**config.mk**
```make
export PLATFORM = sky130hd
export DESIGN_NAME = dfa_manager
export DESIGN_NICKNAME = d
export VERILOG_FILES = /design/src/logic/dfa_pkg.sv /design/src/logic/dfa_manager.sv /design/src/logic/dfa_fault_log.sv
export SDC_FILE = /design/constraint.sdc
export NUM_CORES = 1
export LEC_CHECK = 0
export BUFFER_PORTS_ARGS = -buffer_cell sky130_fd_sc_hd__buf_2
export CORE_MARGIN = 2
export CORE_UTILIZATION = 47
export DETAILED_ROUTE_END_ITERATION = 10
export GPL_TIMING_DRIVEN = 0
export SYNTH_ARGS = -nofsm -noshare
export SYNTH_HDL_FRONTEND = slang
export SYNTH_HIERARCHICAL = 1
export SYNTH_SLANG_ARGS = --single-unit
```
**constraint.sdc**
```tcl
create_clock -name sys_clk_in -period 6.5 [get_ports sys_clk_in]
set_input_delay 0.325 -clock sys_clk_in [delete_from_list [all_inputs] [get_ports sys_clk_in]]
set_output_delay 0.325 -clock sys_clk_in [all_outputs]
set_load 0.1 [all_outputs]
```
**src/logic/dfa_pkg.sv**
```systemverilog
// Package for the drive fault and alarm manager: codes, timing, display states.
// Assumes a 125 MHz system clock; temperature inputs are signed degrees Celsius.
package dfa_pkg;
    // ----------------------------------------
    // Fault and alarm codes (one shared numbering space)
    // ----------------------------------------
    localparam logic [7:0] DFA_CODE_NONE = 8'h00;
    localparam logic [7:0] DFA_CODE_OVERCURRENT = 8'h01;
    localparam logic [7:0] DFA_CODE_OVERVOLTAGE = 8'h02;
    localparam logic [7:0] DFA_CODE_GROUND = 8'h03;
    localparam logic [7:0] DFA_CODE_SYSTEM = 8'h08;
    localparam logic [7:0] DFA_CODE_UNDERVOLTAGE = 8'h09;
    localparam logic [7:0] DFA_CODE_UNDERTEMP = 8'h0D;
    localparam logic [7:0] DFA_CODE_OVERTEMP = 8'h0E;
    localparam logic [7:0] DFA_CODE_LIVE_ZERO = 8'h32;
    // ----------------------------------------
    // Limits and log shape
    // ----------------------------------------
    localparam int DFA_OVERCURRENT_MULT = 4;
    localparam logic signed [8:0] DFA_TEMP_LOW_C = -9'sd10;
    localparam logic signed [8:0] DFA_TEMP_TRIP_C = 9'sd120;
    localparam logic signed [8:0] DFA_TEMP_WARN_C = 9'sd110;
    localparam int DFA_LOG_DEPTH = 9;
    localparam logic [3:0] DFA_RESTART_ENABLED = 4'h0;
    // ----------------------------------------
    // Timing
    // ----------------------------------------
    localparam int DFA_CLK_MHZ = 125;
    localparam int DFA_FACTORY_HOLD_MS = 5000;
    localparam int DFA_FACTORY_HOLD_CYC = DFA_FACTORY_HOLD_MS * 1000 * DFA_CLK_MHZ;
    localparam int DFA_BARS_US = 500000;
    localparam int DFA_BARS_CYC = DFA_BARS_US * DFA_CLK_MHZ;
    localparam int DFA_FLASH_US = 250000;
    localparam int DFA_FLASH_CYC = DFA_FLASH_US * DFA_CLK_MHZ;
    // ----------------------------------------
    // Display phase of the current fault
    // ----------------------------------------
    typedef enum logic [1:0] {
        DFA_SHOW_IDLE = 2'b00,
        DFA_SHOW_FLASH = 2'b01,
        DFA_SHOW_BARS = 2'b11,
        DFA_SHOW_STEADY = 2'b10
    } dfa_show_t;
endpackage

```
**src/logic/dfa_manager.sv**
```systemverilog
// Fault and alarm supervision for the drive: trips, acknowledge, restart, log.
// Assumes synchronous comparator inputs, debounced keys and a running clock.
`timescale 1ns/1ps
module dfa_manager
    import dfa_pkg::*;
#(
    parameter int HOLD_CYC = DFA_FACTORY_HOLD_CYC,
    parameter int BARS_CYC = DFA_BARS_CYC,
    parameter int FLASH_CYC = DFA_FLASH_CYC
) (
    input wire logic sys_clk_in,
    input wire logic reset_in,
    input wire logic clk_en_in,
    input wire logic [15:0] motor_current_in,
    input wire logic [15:0] rated_current_in,
    input wire logic dc_over_limit_in,
    input wire logic dc_under_limit_in,
    input wire logic start_leak_in,
    input wire logic system_error_in,
    input wire logic signed [8:0] switch_temp_in,
    input wire logic live_zero_lost_in,
    input wire logic supply_lost_in,
    input wire logic start_cmd_in,
    input wire logic [3:0] auto_restart_parameter_in,
    input wire logic key_ok_in,
    input wire logic key_back_reset_in,
    input wire logic key_stop_in,
    input wire logic key_up_in,
    input wire logic key_down_in,
    input wire logic reset_digital_input_in,
    input wire logic [15:0] day_in,
    input wire logic [4:0] hour_in,
    input wire logic [5:0] minute_in,
    output logic power_enable_out,
    output logic run_out,
    output logic fault_marker_out,
    output logic fault_flash_out,
    output logic reset_bars_out,
    output logic [7:0] fault_code_out,
    output logic alarm_marker_out,
    output logic [7:0] warning_prefix_code_out,
    output logic show_alarm_out,
    output logic view_marker_flash_out,
    output logic factory_restore_out,
    output logic [3:0] fault_history_menu_sel_out,
    output logic [7:0] log_code_out,
    output logic [15:0] log_day_out,
    output logic [4:0] log_hour_out,
    output logic [5:0] log_minute_out
);
    typedef struct packed {
        dfa_show_t show;
        logic tripped;
        logic sys_fault;
        logic [7:0] code;
        logic ok_armed;
        logic menu_flash;
        logic [31:0] hold_cnt;
        logic [31:0] bars_cnt;
        logic [31:0] blink_cnt;
        logic blink;
        logic restore;
        logic [3:0] sel;
        logic [7:0] alarm_code;
        logic run;
        logic start_q;
    } dfa_state_t;

    dfa_state_t st;
    dfa_state_t next_st;
    logic [7:0] det_code;
    logic ack;
    logic clear;
    logic push;

    // ----------------------------------------
    // Condition classification
    // ----------------------------------------
    function automatic logic [7:0] classify_fault(input logic [15:0] cur,
                                                  input logic [15:0] rated,
                                                  input logic signed [8:0] temp);
        logic [17:0] limit;
        limit = 18'(rated) * 18'(DFA_OVERCURRENT_MULT);
        classify_fault = DFA_CODE_NONE;
        if (system_error_in) classify_fault = DFA_CODE_SYSTEM;
        else if (18'(cur) > limit) classify_fault = DFA_CODE_OVERCURRENT;
        else if (dc_over_limit_in) classify_fault = DFA_CODE_OVERVOLTAGE;
        else if (start_leak_in) classify_fault = DFA_CODE_GROUND;
        else if (dc_under_limit_in) classify_fault = DFA_CODE_UNDERVOLTAGE;
        else if (temp < DFA_TEMP_LOW_C) classify_fault = DFA_CODE_UNDERTEMP;
        else if (temp > DFA_TEMP_TRIP_C) classify_fault = DFA_CODE_OVERTEMP;
    endfunction

    assign det_code = classify_fault(motor_current_in, rated_current_in, switch_temp_in);
    // Reset input acts alone; keypad needs OK first
    assign ack = (st.ok_armed && key_back_reset_in) || reset_digital_input_in;
    // Supply loss also clears system fault, since it models the power cycle
    assign clear = supply_lost_in || (ack && !st.sys_fault);
    assign push = (det_code != DFA_CODE_NONE) && !st.tripped;

    // ----------------------------------------
    // Next-state logic
    // ----------------------------------------
    always_comb begin
        next_st = st;
        next_st.restore = 1'b0;
        next_st.start_q = start_cmd_in;
        if (st.blink_cnt >= 32'(FLASH_CYC - 1)) begin
            next_st.blink_cnt = '0;
            next_st.blink = !st.blink;
        end else begin
            next_st.blink_cnt = st.blink_cnt + 32'd1;
        end
        if (key_ok_in) next_st.ok_armed = 1'b1;
        else if (key_back_reset_in) next_st.ok_armed = 1'b0;

        case (st.show)
            DFA_SHOW_IDLE: begin
                if (push) begin
                    next_st.show = DFA_SHOW_FLASH;
                end
            end
            DFA_SHOW_FLASH: begin
                if (clear) begin
                    next_st.show = DFA_SHOW_BARS;
                    next_st.bars_cnt = '0;
                end
            end
            DFA_SHOW_BARS: begin
                if (push) next_st.show = DFA_SHOW_FLASH;
                else if (st.bars_cnt >= 32'(BARS_CYC - 1)) next_st.show = DFA_SHOW_STEADY;
                else next_st.bars_cnt = st.bars_cnt + 32'd1;
            end
            DFA_SHOW_STEADY: begin
                if (push) next_st.show = DFA_SHOW_FLASH;
                else if (key_back_reset_in) begin
                    next_st.show = DFA_SHOW_IDLE;
                    next_st.menu_flash = 1'b1;
                end
            end
            default: next_st.show = DFA_SHOW_IDLE;
        endcase

        // Push needs tripped low, so ack clears first; a fault still present re-trips next cycle
        if (push) begin
            next_st.tripped = 1'b1;
            next_st.code = det_code;
            next_st.sys_fault = (det_code == DFA_CODE_SYSTEM);
            next_st.sel = 4'h0;
            next_st.menu_flash = 1'b0;
        end else if (st.tripped && clear) begin
            next_st.tripped = 1'b0;
            next_st.sys_fault = 1'b0;
        end

        // Factory restore: marker flashing and stop held
        // A new fault outranks the restore, so its code is never wiped
        if (st.menu_flash && key_stop_in && !push) begin
            if (st.hold_cnt >= 32'(HOLD_CYC - 1)) begin
                next_st.restore = 1'b1;
                next_st.hold_cnt = '0;
                next_st.menu_flash = 1'b0;
                next_st.code = DFA_CODE_NONE;
            end else begin
                next_st.hold_cnt = st.hold_cnt + 32'd1;
            end
        end else begin
            next_st.hold_cnt = '0;
        end

        if (key_up_in && st.sel < 4'(DFA_LOG_DEPTH - 1)) next_st.sel = st.sel + 4'h1;
        else if (key_down_in && st.sel != 4'h0) next_st.sel = st.sel - 4'h1;

        // Alarms share fault codes; they never trip
        if (live_zero_lost_in) next_st.alarm_code = DFA_CODE_LIVE_ZERO;
        else if (switch_temp_in > DFA_TEMP_WARN_C) next_st.alarm_code = DFA_CODE_OVERTEMP;
        else next_st.alarm_code = DFA_CODE_NONE;

        // Run follows start; trips stop it; alarm 50 pauses without latching
        if (push || next_st.tripped) begin
            next_st.run = 1'b0;
        end else if (st.tripped && clear && start_cmd_in
                     && auto_restart_parameter_in == DFA_RESTART_ENABLED) begin
            next_st.run = 1'b1;
        end else if (start_cmd_in && !st.start_q) begin
            next_st.run = 1'b1;
        end else if (!start_cmd_in) begin
            next_st.run = 1'b0;
        end
    end

    always_ff @(posedge sys_clk_in) begin
        if (reset_in) begin
            st <= '0;
        end else if (clk_en_in) begin
            st <= next_st;
        end
    end

    // ----------------------------------------
    // Fault log
    // ----------------------------------------
    dfa_fault_log #(.DEPTH(DFA_LOG_DEPTH)) u_log (
        .sys_clk_in(sys_clk_in),
        .reset_in(reset_in),
        .clk_en_in(clk_en_in),
        .push_in(push),
        .erase_in(st.restore),
        .code_in(det_code),
        .day_in(day_in),
        .hour_in(hour_in),
        .minute_in(minute_in),
        .sel_in(st.sel),
        .code_out(log_code_out),
        .day_out(log_day_out),
        .hour_out(log_hour_out),
        .minute_out(log_minute_out)
    );

    // ----------------------------------------
    // Outputs
    // ----------------------------------------
    // Alarm-only keeps output; live zero just pauses the run
    assign power_enable_out = !st.tripped;
    assign run_out = st.run && !st.tripped && !live_zero_lost_in;
    assign fault_marker_out = (st.show == DFA_SHOW_FLASH);
    assign fault_flash_out = (st.show == DFA_SHOW_FLASH) && st.blink;
    assign reset_bars_out = (st.show == DFA_SHOW_BARS);
    assign fault_code_out = st.code;
    assign alarm_marker_out = (st.alarm_code != DFA_CODE_NONE);
    assign warning_prefix_code_out = st.alarm_code;
    assign show_alarm_out = alarm_marker_out && st.blink;
    assign view_marker_flash_out = st.menu_flash && st.blink;
    assign factory_restore_out = st.restore;
    assign fault_history_menu_sel_out = st.sel;

    // ----------------------------------------
    // Checks
    // ----------------------------------------
    trip_cuts_power_a: assert property (@(posedge sys_clk_in) disable iff (reset_in)
        clk_en_in && push |=> !power_enable_out)
        else $error("Fault did not disable power");
    alarm_keeps_power_a: assert property (@(posedge sys_clk_in) disable iff (reset_in)
        !st.tripped && clk_en_in && det_code == DFA_CODE_NONE |=> power_enable_out)
        else $error("Alarm disabled power");
    system_no_ack_a: assert property (@(posedge sys_clk_in) disable iff (reset_in)
        st.sys_fault && !supply_lost_in |=> st.tripped)
        else $error("System fault cleared by acknowledge");
    ack_shows_bars_a: assert property (@(posedge sys_clk_in) disable iff (reset_in)
        clk_en_in && st.show == DFA_SHOW_FLASH && clear |=> reset_bars_out && !fault_marker_out)
        else $error("Acknowledge did not show bars");
    overcurrent_code_a: assert property (@(posedge sys_clk_in) disable iff (reset_in)
        clk_en_in && push && det_code == DFA_CODE_OVERCURRENT |=> fault_code_out == 8'h01)
        else $error("Overcurrent code wrong");
    overtemp_warn_a: assert property (@(posedge sys_clk_in) disable iff (reset_in)
        clk_en_in && !live_zero_lost_in && switch_temp_in > 9'sd110
        |=> warning_prefix_code_out == 8'h0E)
        else $error("Overtemperature warning missing");
    restart_auto_a: assert property (@(posedge sys_clk_in) disable iff (reset_in)
        clk_en_in && st.tripped && clear && !push && start_cmd_in
        && auto_restart_parameter_in == 4'h0 |=> st.run)
        else $error("Auto restart missing");
    restore_erases_a: assert property (@(posedge sys_clk_in) disable iff (reset_in)
        clk_en_in && factory_restore_out && !push ##1 clk_en_in |=> log_code_out == 8'h00)
        else $error("Log not erased");

    // ----------------------------------------
    // Display, log, trip and restart checks
    // ----------------------------------------
    fault_code_latch_a: assert property (@(posedge sys_clk_in) disable iff (reset_in)
        clk_en_in && push |=> fault_code_out == $past(det_code))
        else $error("Fault code not latched");
    first_fault_wins_a: assert property (@(posedge sys_clk_in) disable iff (reset_in)
        clk_en_in && st.tripped && !clear && !st.menu_flash |=> fault_code_out == $past(fault_code_out))
        else $error("Fault code changed while tripped");
    flash_until_ack_a: assert property (@(posedge sys_clk_in) disable iff (reset_in)
        clk_en_in && st.show == DFA_SHOW_FLASH && !clear |=> fault_marker_out)
        else $error("Fault marker dropped before acknowledge");
    bars_end_steady_a: assert property (@(posedge sys_clk_in) disable iff (reset_in)
        clk_en_in && reset_bars_out && !push && st.bars_cnt >= 32'(BARS_CYC - 1) |=> st.show == DFA_SHOW_STEADY)
        else $error("Bars did not end in steady display");
    log_push_a: assert property (@(posedge sys_clk_in) disable iff (reset_in)
        clk_en_in && push ##1 clk_en_in |=> log_code_out == $past(det_code, 2))
        else $error("Newest log entry wrong");
    sel_range_a: assert property (@(posedge sys_clk_in) disable iff (reset_in)
        fault_history_menu_sel_out <= 4'(DFA_LOG_DEPTH - 1))
        else $error("Log selection out of range");
    sys_fault_flag_a: assert property (@(posedge sys_clk_in) disable iff (reset_in)
        clk_en_in && push && det_code == DFA_CODE_SYSTEM |=> st.sys_fault)
        else $error("System fault not flagged");
    live_zero_code_a: assert property (@(posedge sys_clk_in) disable iff (reset_in)
        clk_en_in && live_zero_lost_in |=> warning_prefix_code_out == DFA_CODE_LIVE_ZERO)
        else $error("Live zero alarm code wrong");
    restore_pulse_a: assert property (@(posedge sys_clk_in) disable iff (reset_in)
        clk_en_in && factory_restore_out |=> !factory_restore_out)
        else $error("Restore pulse too long");
    no_restart_a: assert property (@(posedge sys_clk_in) disable iff (reset_in)
        clk_en_in && st.tripped && clear && !push && st.start_q
        && auto_restart_parameter_in != DFA_RESTART_ENABLED |=> !st.run)
        else $error("Restart without restart setting");
    back_to_view_a: assert property (@(posedge sys_clk_in) disable iff (reset_in)
        clk_en_in && st.show == DFA_SHOW_STEADY && !push && !key_stop_in && key_back_reset_in
        |=> st.menu_flash)
        else $error("Data view marker not flashing");
    supply_clears_a: assert property (@(posedge sys_clk_in) disable iff (reset_in)
        clk_en_in && supply_lost_in && !push |=> power_enable_out)
        else $error("Supply loss did not clear fault");
    overvolt_code_a: assert property (@(posedge sys_clk_in) disable iff (reset_in)
        clk_en_in && push && det_code == DFA_CODE_OVERVOLTAGE |=> fault_code_out == 8'h02)
        else $error("Overvoltage code wrong");
    ground_code_a: assert property (@(posedge sys_clk_in) disable iff (reset_in)
        clk_en_in && push && det_code == DFA_CODE_GROUND |=> fault_code_out == 8'h03)
        else $error("Ground fault code wrong");
    undervolt_code_a: assert property (@(posedge sys_clk_in) disable iff (reset_in)
        clk_en_in && push && det_code == DFA_CODE_UNDERVOLTAGE |=> fault_code_out == 8'h09)
        else $error("Undervoltage code wrong");
    undertemp_trip_a: assert property (@(posedge sys_clk_in) disable iff (reset_in)
        clk_en_in && !st.tripped && switch_temp_in < DFA_TEMP_LOW_C |=> !power_enable_out)
        else $error("Undertemperature did not trip");
    overtemp_trip_a: assert property (@(posedge sys_clk_in) disable iff (reset_in)
        clk_en_in && !st.tripped && switch_temp_in > DFA_TEMP_TRIP_C |=> !power_enable_out)
        else $error("Overtemperature did not trip");
    run_holds_a: assert property (@(posedge sys_clk_in) disable iff (reset_in)
        clk_en_in && st.run && !push && start_cmd_in |=> st.run)
        else $error("Run dropped without trip or stop");
endmodule // dfa_manager

```
**src/logic/dfa_fault_log.sv**
```systemverilog
// Nine-entry fault log with day/hour/minute stamps, newest at index 0.
// Assumes the owner pulses push_in once per new fault.
`timescale 1ns/1ps
module dfa_fault_log
    import dfa_pkg::*;
#(
    parameter int DEPTH = DFA_LOG_DEPTH
) (
    input wire logic sys_clk_in,
    input wire logic reset_in,
    input wire logic clk_en_in,
    input wire logic push_in,
    input wire logic erase_in,
    input wire logic [7:0] code_in,
    input wire logic [15:0] day_in,
    input wire logic [4:0] hour_in,
    input wire logic [5:0] minute_in,
    input wire logic [3:0] sel_in,
    output logic [7:0] code_out,
    output logic [15:0] day_out,
    output logic [4:0] hour_out,
    output logic [5:0] minute_out
);
    typedef struct packed {
        logic [7:0] code;
        logic [15:0] day;
        logic [4:0] hour;
        logic [5:0] minute;
    } dfa_entry_t;
    typedef struct packed {
        dfa_entry_t [DEPTH-1:0] ent;
        dfa_entry_t rd;
    } dfa_log_st_t;

    dfa_log_st_t st;
    dfa_log_st_t next_st;

    // ----------------------------------------
    // Shift-in storage and read port
    // ----------------------------------------
    always_comb begin
        next_st = st;
        if (erase_in) begin
            next_st.ent = '0;
        end else if (push_in) begin
            // Oldest falls off the end when full
            for (int i = DEPTH - 1; i > 0; i--) begin
                next_st.ent[i] = st.ent[i-1];
            end
            next_st.ent[0] = '{code_in, day_in, hour_in, minute_in};
        end
        if (sel_in < DEPTH[3:0]) begin
            next_st.rd = st.ent[sel_in];
        end else begin
            next_st.rd = '0;
        end
    end

    always_ff @(posedge sys_clk_in) begin
        if (reset_in) begin
            st <= '0;
        end else if (clk_en_in) begin
            st <= next_st;
        end
    end

    assign code_out = st.rd.code;
    assign day_out = st.rd.day;
    assign hour_out = st.rd.hour;
    assign minute_out = st.rd.minute;
endmodule // dfa_fault_log

```
Word level (Yosys, flattened, before mapping) --
Index checks and enable logic that the tools add are counted.
Storage, ports and cells: flip-flop bits (word level) 476, input bits 88, logic and storage cells 173
Operators by class: add/subtract/negate cells 5, magnitude comparators 10, equal/unequal tests 11, multiplexer cells 49, reduce and logical (&&, ||, !) cells 43
Operator list (count):
- $mux 315 | 2
- $mux 32 | 6
- $bmux 35 s4 | 1
- $add 32x1->32 const B | 3
- $mux 35 | 2
- $pmux 32 s2 | 1
- $mux 4 | 11
- $ge 32x25->1 const B | 1
- $ge 32x26->1 const B | 1
- $ge 32x30->1 const B | 1
- $mux 8 | 3
- $gt 16x18->1 | 1
- $gt 9x8->1 const B | 2
- $logic_and 1x1->1 | 16
- $mux 2 | 8
- $reduce_bool 8->1 | 2
- $mux 1 | 13
- $reduce_and 2->1 | 6
- $reduce_and 5->1 | 2
- $lt 9x5->1 const B | 1
- $eq 8x4->1 const B | 1
- $lt 4x4->1 const B | 2
- $pmux 2 s4 | 1
- $reduce_bool 2->1 | 4
- other kinds (17) | 27

Logic depth before layout (Yosys ltp) --
depth after elaboration 14, depth in mapped cells 14, mapped depth without buffers 11

Hierarchy --
The synthesis kept the hierarchy.
By module, submodules not included:
- dfa_fault_log | instances 1, cells an instance 1845, area an instance 16527.1 um^2
- dfa_manager | instances 1, cells an instance 768, area an instance 6287.3 um^2

Worst setup path before layout --
OpenSTA, ideal clock, no wires.
kind register to register, start register, netlist name st[124], end register, netlist name st[65], setup time 0.132 ns, data arrival time 3.019 ns, slack 3.349 ns, cell stages (with the launch flop) 9, period minus slack after synthesis 3.151 ns, path through dfxtp_1 nor2b_1 and3_1 a31o_2 nor2_2 buf_2 buf_2 o31ai_1 a21oi_1

Final worst setup path --
start input port motor_current_in[3], end register u_log/st[212] in the netlist's numbering
On the way: cells in the longest elaborated chain, start to end 7
Ends and longest elaborated chain:
- start: declaration | RTL line dfa_manager.sv:14 | input wire logic [15:0] motor_current_in,
- $gt 16x18->1 | RTL line dfa_manager.sv:86 | else if (18'(cur) > limit) classify_fault = DFA_CODE_OVERCURRENT;
- $mux 4 | RTL line dfa_manager.sv:86
- $mux 4 | RTL line dfa_manager.sv:85 | if (system_error_in) classify_fault = DFA_CODE_SYSTEM;
- $reduce_bool 8->1 | RTL line dfa_manager.sv:99 | assign push = (det_code != DFA_CODE_NONE) && !st.tripped;
- $logic_and 1x1->1 | RTL line dfa_manager.sv:99
- net push | RTL line dfa_manager.sv:74 | logic push;
- $reduce_bool 2->1 (no line)
- $reduce_and 2->1 (no line)
- end signal: assignment | RTL line dfa_fault_log.sv:63 | st <= next_st;
- end: declaration | RTL line dfa_fault_log.sv:35 | dfa_log_st_t st;
The timed path passes the listed nets, and every way through them passes these cells. A chain may end at the register's enable or synchronous reset.

==> metrics.log <==
[metrics] final critical-path setup slack: about 3.2 ns
[metrics] number of flip-flops and latches in the synthesized netlist: 471
[metrics] die area: 50300 um2
[metrics] initial core utilization: 0.477
[metrics] kind of capture point of the worst setup path: register
[metrics] CP Data Arrival Time: 3.77 ns
[metrics] Final Net Count: 2951
[metrics] data required time at the worst endpoint: 7.02 ns
[metrics] category of cells accounting for the largest share of critical-path delay: compound AO/OA/AOI/OAI gates
[metrics] fraction of the yosys area taken by sequential cells: 0.413
[metrics] proportion of register bits with asynchronous set or reset after synthesis: 0
[metrics] routed wire length: just under 70 mm
[metrics] Setup Total Neg Slack: 0 ns
[metrics] ratio of total power to cell area: 258 nW/um2
[metrics] fraction of layout cells with a size suffix above 1: 0.178
[metrics] IO Count: about 150
[metrics] CTS tree: yes
[metrics] cells along the critical path: buf_2 -> ha_1 -> nand2b_1 -> a21oi_1 -> o311a_1 -> or4b_1 -> a21oi_2 -> nor2_1 -> o21ai_4 -> buf_2 -> buf_2 -> nand2_1 -> a21oi_1
[metrics] top flip-flop cell by instance count after synthesis: sky130_fd_sc_hd__dfxtp_1
[metrics] largest voltage drop on the vdd net: 0.215 mV
[metrics] launching element type of the critical path: input port
[metrics] combined global-route utilization of all metal layers: 0.273
[metrics] drt wl/cell: ~20 um
[metrics] final hold vios: 0
[metrics] Synth Instances: 2613
[metrics] fillers: 4476
[metrics] timing-limited maximum frequency: 0.307 GHz
[metrics] count of synthesis-stage warnings from yosys: 6
[metrics] Clk pin slew, worst setup/hold paths: around 0.060 ns
[metrics] cell leakage power: 9.23 nW
[metrics] Max-Cap Viols: 0
[metrics] maximum number of buffers from clock root to sink: 3
[metrics] library cells used by synthesis: 82
[metrics] CTS buffer count: 52
[metrics] RePlAce Congestion: 0.884
[metrics] library cell appearing most often on the critical path: sky130_fd_sc_hd__buf_2
[metrics] # DRC: 0
[metrics] first-pass GRT wire length: ~110 mm
[metrics] die height: 224 um
[metrics] worst hold path class: input port to register
[metrics] maximum net fanout on the critical path: 10
[metrics] via/cell ratio: 5.74
[metrics] die width: 224 um
[metrics] CTS H-tree lvls: 2
[metrics] Overflow after GRT: 0
[metrics] cell depth of the worst min-delay path: 3
[metrics] layout overhead on the synthesized area: 15.2%
[metrics] post-synthesis instance area: 22800 um2
[metrics] count of antenna-violating nets left after detailed routing: 0
[metrics] Slew headroom: 0.423
[metrics] Antenna diodes: 0
[metrics] DRT iter0 DRCs: 1593
[metrics] combined area of the multi-input logic cells: 11800 um2
[metrics] Clock Skew: ~0.012 ns
[metrics] delay of the slowest cell on the worst path: 0.58 ns
[metrics] minimum setup slack after placement: roughly 2.7 ns
[metrics] CP max-delay cell: sky130_fd_sc_hd__or4b_1
[metrics] number of enable-type register cells in the synthesized netlist: 0
[metrics] logic depth of the worst register-to-register path: 11
[metrics] HPWL reported at the end of detailed placement: 51.2 mm
[metrics] initial antenna violation count: 0
[metrics] standard-cell rows: 80
[metrics] core box area: 47800 um2
[metrics] clk_lat worst skew: around 0.6 ns
[metrics] critical path class: input port to register
[metrics] Slew Viols, Final: 0
[metrics] setup repair after global routing missed its margin: no
[metrics] Clock Sink Count: 471
[metrics] router iterations before antenna repair: 5
[metrics] average footprint of a synthesized cell: 8.73 um2
[metrics] number of cells on the critical path: 13
[metrics] slew at the pin closest to its max-slew limit: 0.866 ns
[metrics] Storage cell area: between 9000 and 10000 um2
[metrics] Final setup violation count: 0
[metrics] share of the clock period used by the worst path: 0.501
[metrics] quantity of I/O buffers inserted on ports: 147
[metrics] outcome: completed
[metrics] Vias: 20.1k
[metrics] CTS Root Cell: sky130_fd_sc_hd__clkbuf_16
[metrics] sum of buffers and inverters on the critical path: 3
[metrics] post-cts gate resize count: 0
[metrics] pin count of the biggest net entering global routing: 14
[metrics] minimum period implied by the final worst setup slack: 3.25 ns
[metrics] via count of the first global-routing pass: 19.1k
[path summary, 6_finish.rpt]
path                               from                    endpoint  slack, ns
max                 motor_current_in[3]  u_log/st[212]$_SDFFE_PP0P_       3.25
min                          day_in[10]   u_log/st[56]$_SDFFE_PP0P_       0.02
max reg2reg         st[48]$_SDFFE_PP0P_         st[65]$_SDFFE_PP0P_       3.55
min reg2reg  u_log/st[328]$_SDFFE_PP0P_  u_log/st[328]$_SDFFE_PP0P_       0.45
[cell usage after synthesis, types with 7 or more instances]
library cell | count | share of area
sky130_fd_sc_hd__dfxtp_1 | 471 | 0.41
sky130_fd_sc_hd__nand2_1 | 413 | 0.068
sky130_fd_sc_hd__a21oi_1 | 349 | 0.077
sky130_fd_sc_hd__nand3b_1 | 317 | 0.10
sky130_fd_sc_hd__nor2_1 | 139 | 0.023
sky130_fd_sc_hd__clkbuf_1 | 109 | 0.018
sky130_fd_sc_hd__buf_2 | 75 | 0.016
sky130_fd_sc_hd__mux2_2 | 70 | 0.035
sky130_fd_sc_hd__buf_4 | 64 | 0.021
sky130_fd_sc_hd__xor2_1 | 44 | 0.017
sky130_fd_sc_hd__o21ai_0 | 37 | 0.0081
sky130_fd_sc_hd__nand3_1 | 33 | 0.0072
sky130_fd_sc_hd__inv_1 | 30 | 0.0049
sky130_fd_sc_hd__nor2b_1 | 26 | 0.0071
sky130_fd_sc_hd__a31oi_1 | 25 | 0.0069
sky130_fd_sc_hd__mux4_2 | 24 | 0.024
sky130_fd_sc_hd__nand4_1 | 22 | 0.0060
sky130_fd_sc_hd__xnor2_1 | 21 | 0.0081
sky130_fd_sc_hd__o221ai_1 | 20 | 0.0077
sky130_fd_sc_hd__o22ai_1 | 20 | 0.0055
sky130_fd_sc_hd__and2_1 | 19 | 0.0052
sky130_fd_sc_hd__ha_1 | 19 | 0.010
sky130_fd_sc_hd__nand2b_1 | 19 | 0.0052
sky130_fd_sc_hd__and3_1 | 17 | 0.0047
sky130_fd_sc_hd__a32oi_1 | 16 | 0.0061
sky130_fd_sc_hd__nor4b_2 | 16 | 0.011
sky130_fd_sc_hd__nor4_1 | 13 | 0.0036
sky130_fd_sc_hd__nor3_1 | 12 | 0.0026
sky130_fd_sc_hd__o21a_1 | 11 | 0.0036
sky130_fd_sc_hd__mux4_1 | 10 | 0.012
sky130_fd_sc_hd__a221oi_1 | 9 | 0.0035
sky130_fd_sc_hd__o211ai_1 | 9 | 0.0030
sky130_fd_sc_hd__o31ai_1 | 9 | 0.0030
sky130_fd_sc_hd__and4_1 | 8 | 0.0031
sky130_fd_sc_hd__or3_1 | 8 | 0.0022
sky130_fd_sc_hd__or4_1 | 8 | 0.0026
sky130_fd_sc_hd__buf_6 | 7 | 0.0035
[registers in the layout, summed over array words and instances (netlist names)]
name                        count
u_log/st                      315
u_log/hour_out                  5
u_log/code_out                  8
st                            105
warning_prefix_code_out         3
fault_code_out                  8
u_log/day_out                  16
fault_history_menu_sel_out      4
u_log/minute_out                6
factory_restore_out             1
[per-stage QoR]
step	area, um2	total power [mW]	instances	util	hold slack (ns)
5_1_grt	26300	6.99	3495	0.549	0.0276
2_1_floorplan	22800	3.61	2619	-	0.427
3_5_place_dp	24300	3.88	3381	0.509	0.441
3_3_place_gp	24300	3.87	3381	0.509	0.435
4_1_cts	26300	6.82	3495	0.549	0.000982
6_report	26300	6.79	3495	0.549	0.0212
[layer usage]
layer,GRT usage,part of all wire,vias up
li1,-,-,9686
met1,0.375,0.45,9612
met2,0.437,0.45,634
met3,0.0426,0.067,132
met4,0.0882,0.030,4
met5,0.0225,0.0018,-
[tightest hold or removal path: stages]
cell                       delay (ns)
sky130_fd_sc_hd__buf_2           0.10
sky130_fd_sc_hd__nand3b_1        0.07
sky130_fd_sc_hd__a21oi_1         0.06
[cell usage in the layout (no fill, tap or decap), types with 33 or more instances in the layout]
master and n:
sky130_fd_sc_hd__clkbuf_1 118, sky130_fd_sc_hd__xor2_1 44, sky130_fd_sc_hd__a21oi_1 349, sky130_fd_sc_hd__o21ai_0 37, sky130_fd_sc_hd__nand3_1 33, sky130_fd_sc_hd__nand2_1 413
sky130_fd_sc_hd__clkbuf_16 53, sky130_fd_sc_hd__nor2_1 139, sky130_fd_sc_hd__buf_4 64, sky130_fd_sc_hd__dfxtp_1 471, sky130_fd_sc_hd__nand3b_1 317, sky130_fd_sc_hd__mux2_2 70
sky130_fd_sc_hd__buf_2 222
[kinds of logic (layout without fill, tap and decap cells)]
| kind of cell | after synthesis | count (layout) | synth area share |
|---|---|---|---|
| buffers and inverters | 296 | 557 | 0.0697 |
| multiplexers | 110 | 110 | 0.0724 |
| adder cells (fa/ha/maj) | 19 | 19 | 0.0104 |
| flip-flops | 471 | 471 | 0.413 |
| AND/OR/NAND/NOR | 1090 | 1090 | 0.262 |
| AO/OA/AOI/OAI | 561 | 561 | 0.147 |
| other | 1 | 7 | 0.000164 |
| XOR/XNOR | 65 | 65 | 0.0250 |
[power by group]
group	switching (mW)	internal (mW)	leakage, nW	total (mW)
clock network	1.21	1.74	0.836	2.95
registers	0.0495	2.93	3.80	2.98
logic	0.599	0.255	4.59	0.854
total	1.86	4.93	9.23	6.79
[layout make-up]
type,count,share of cell area
Tap cell,615,0.0293
Sequential cell,471,0.359
Timing Repair Buffer,171,0.0371
Clock inverter,16,0.00638
Buffer,265,0.0561
Inverter,31,0.00443
Multi-Input combinational cell,1852,0.450
Clock buffer,74,0.0580
[what timing repair did]
item | in CTS | in global routing
hold buffers | 24 | 0
endpoints found under the hold margin | 24 | 0
buffers inserted | 0 | 0
(Power assumes the default switching activity.)
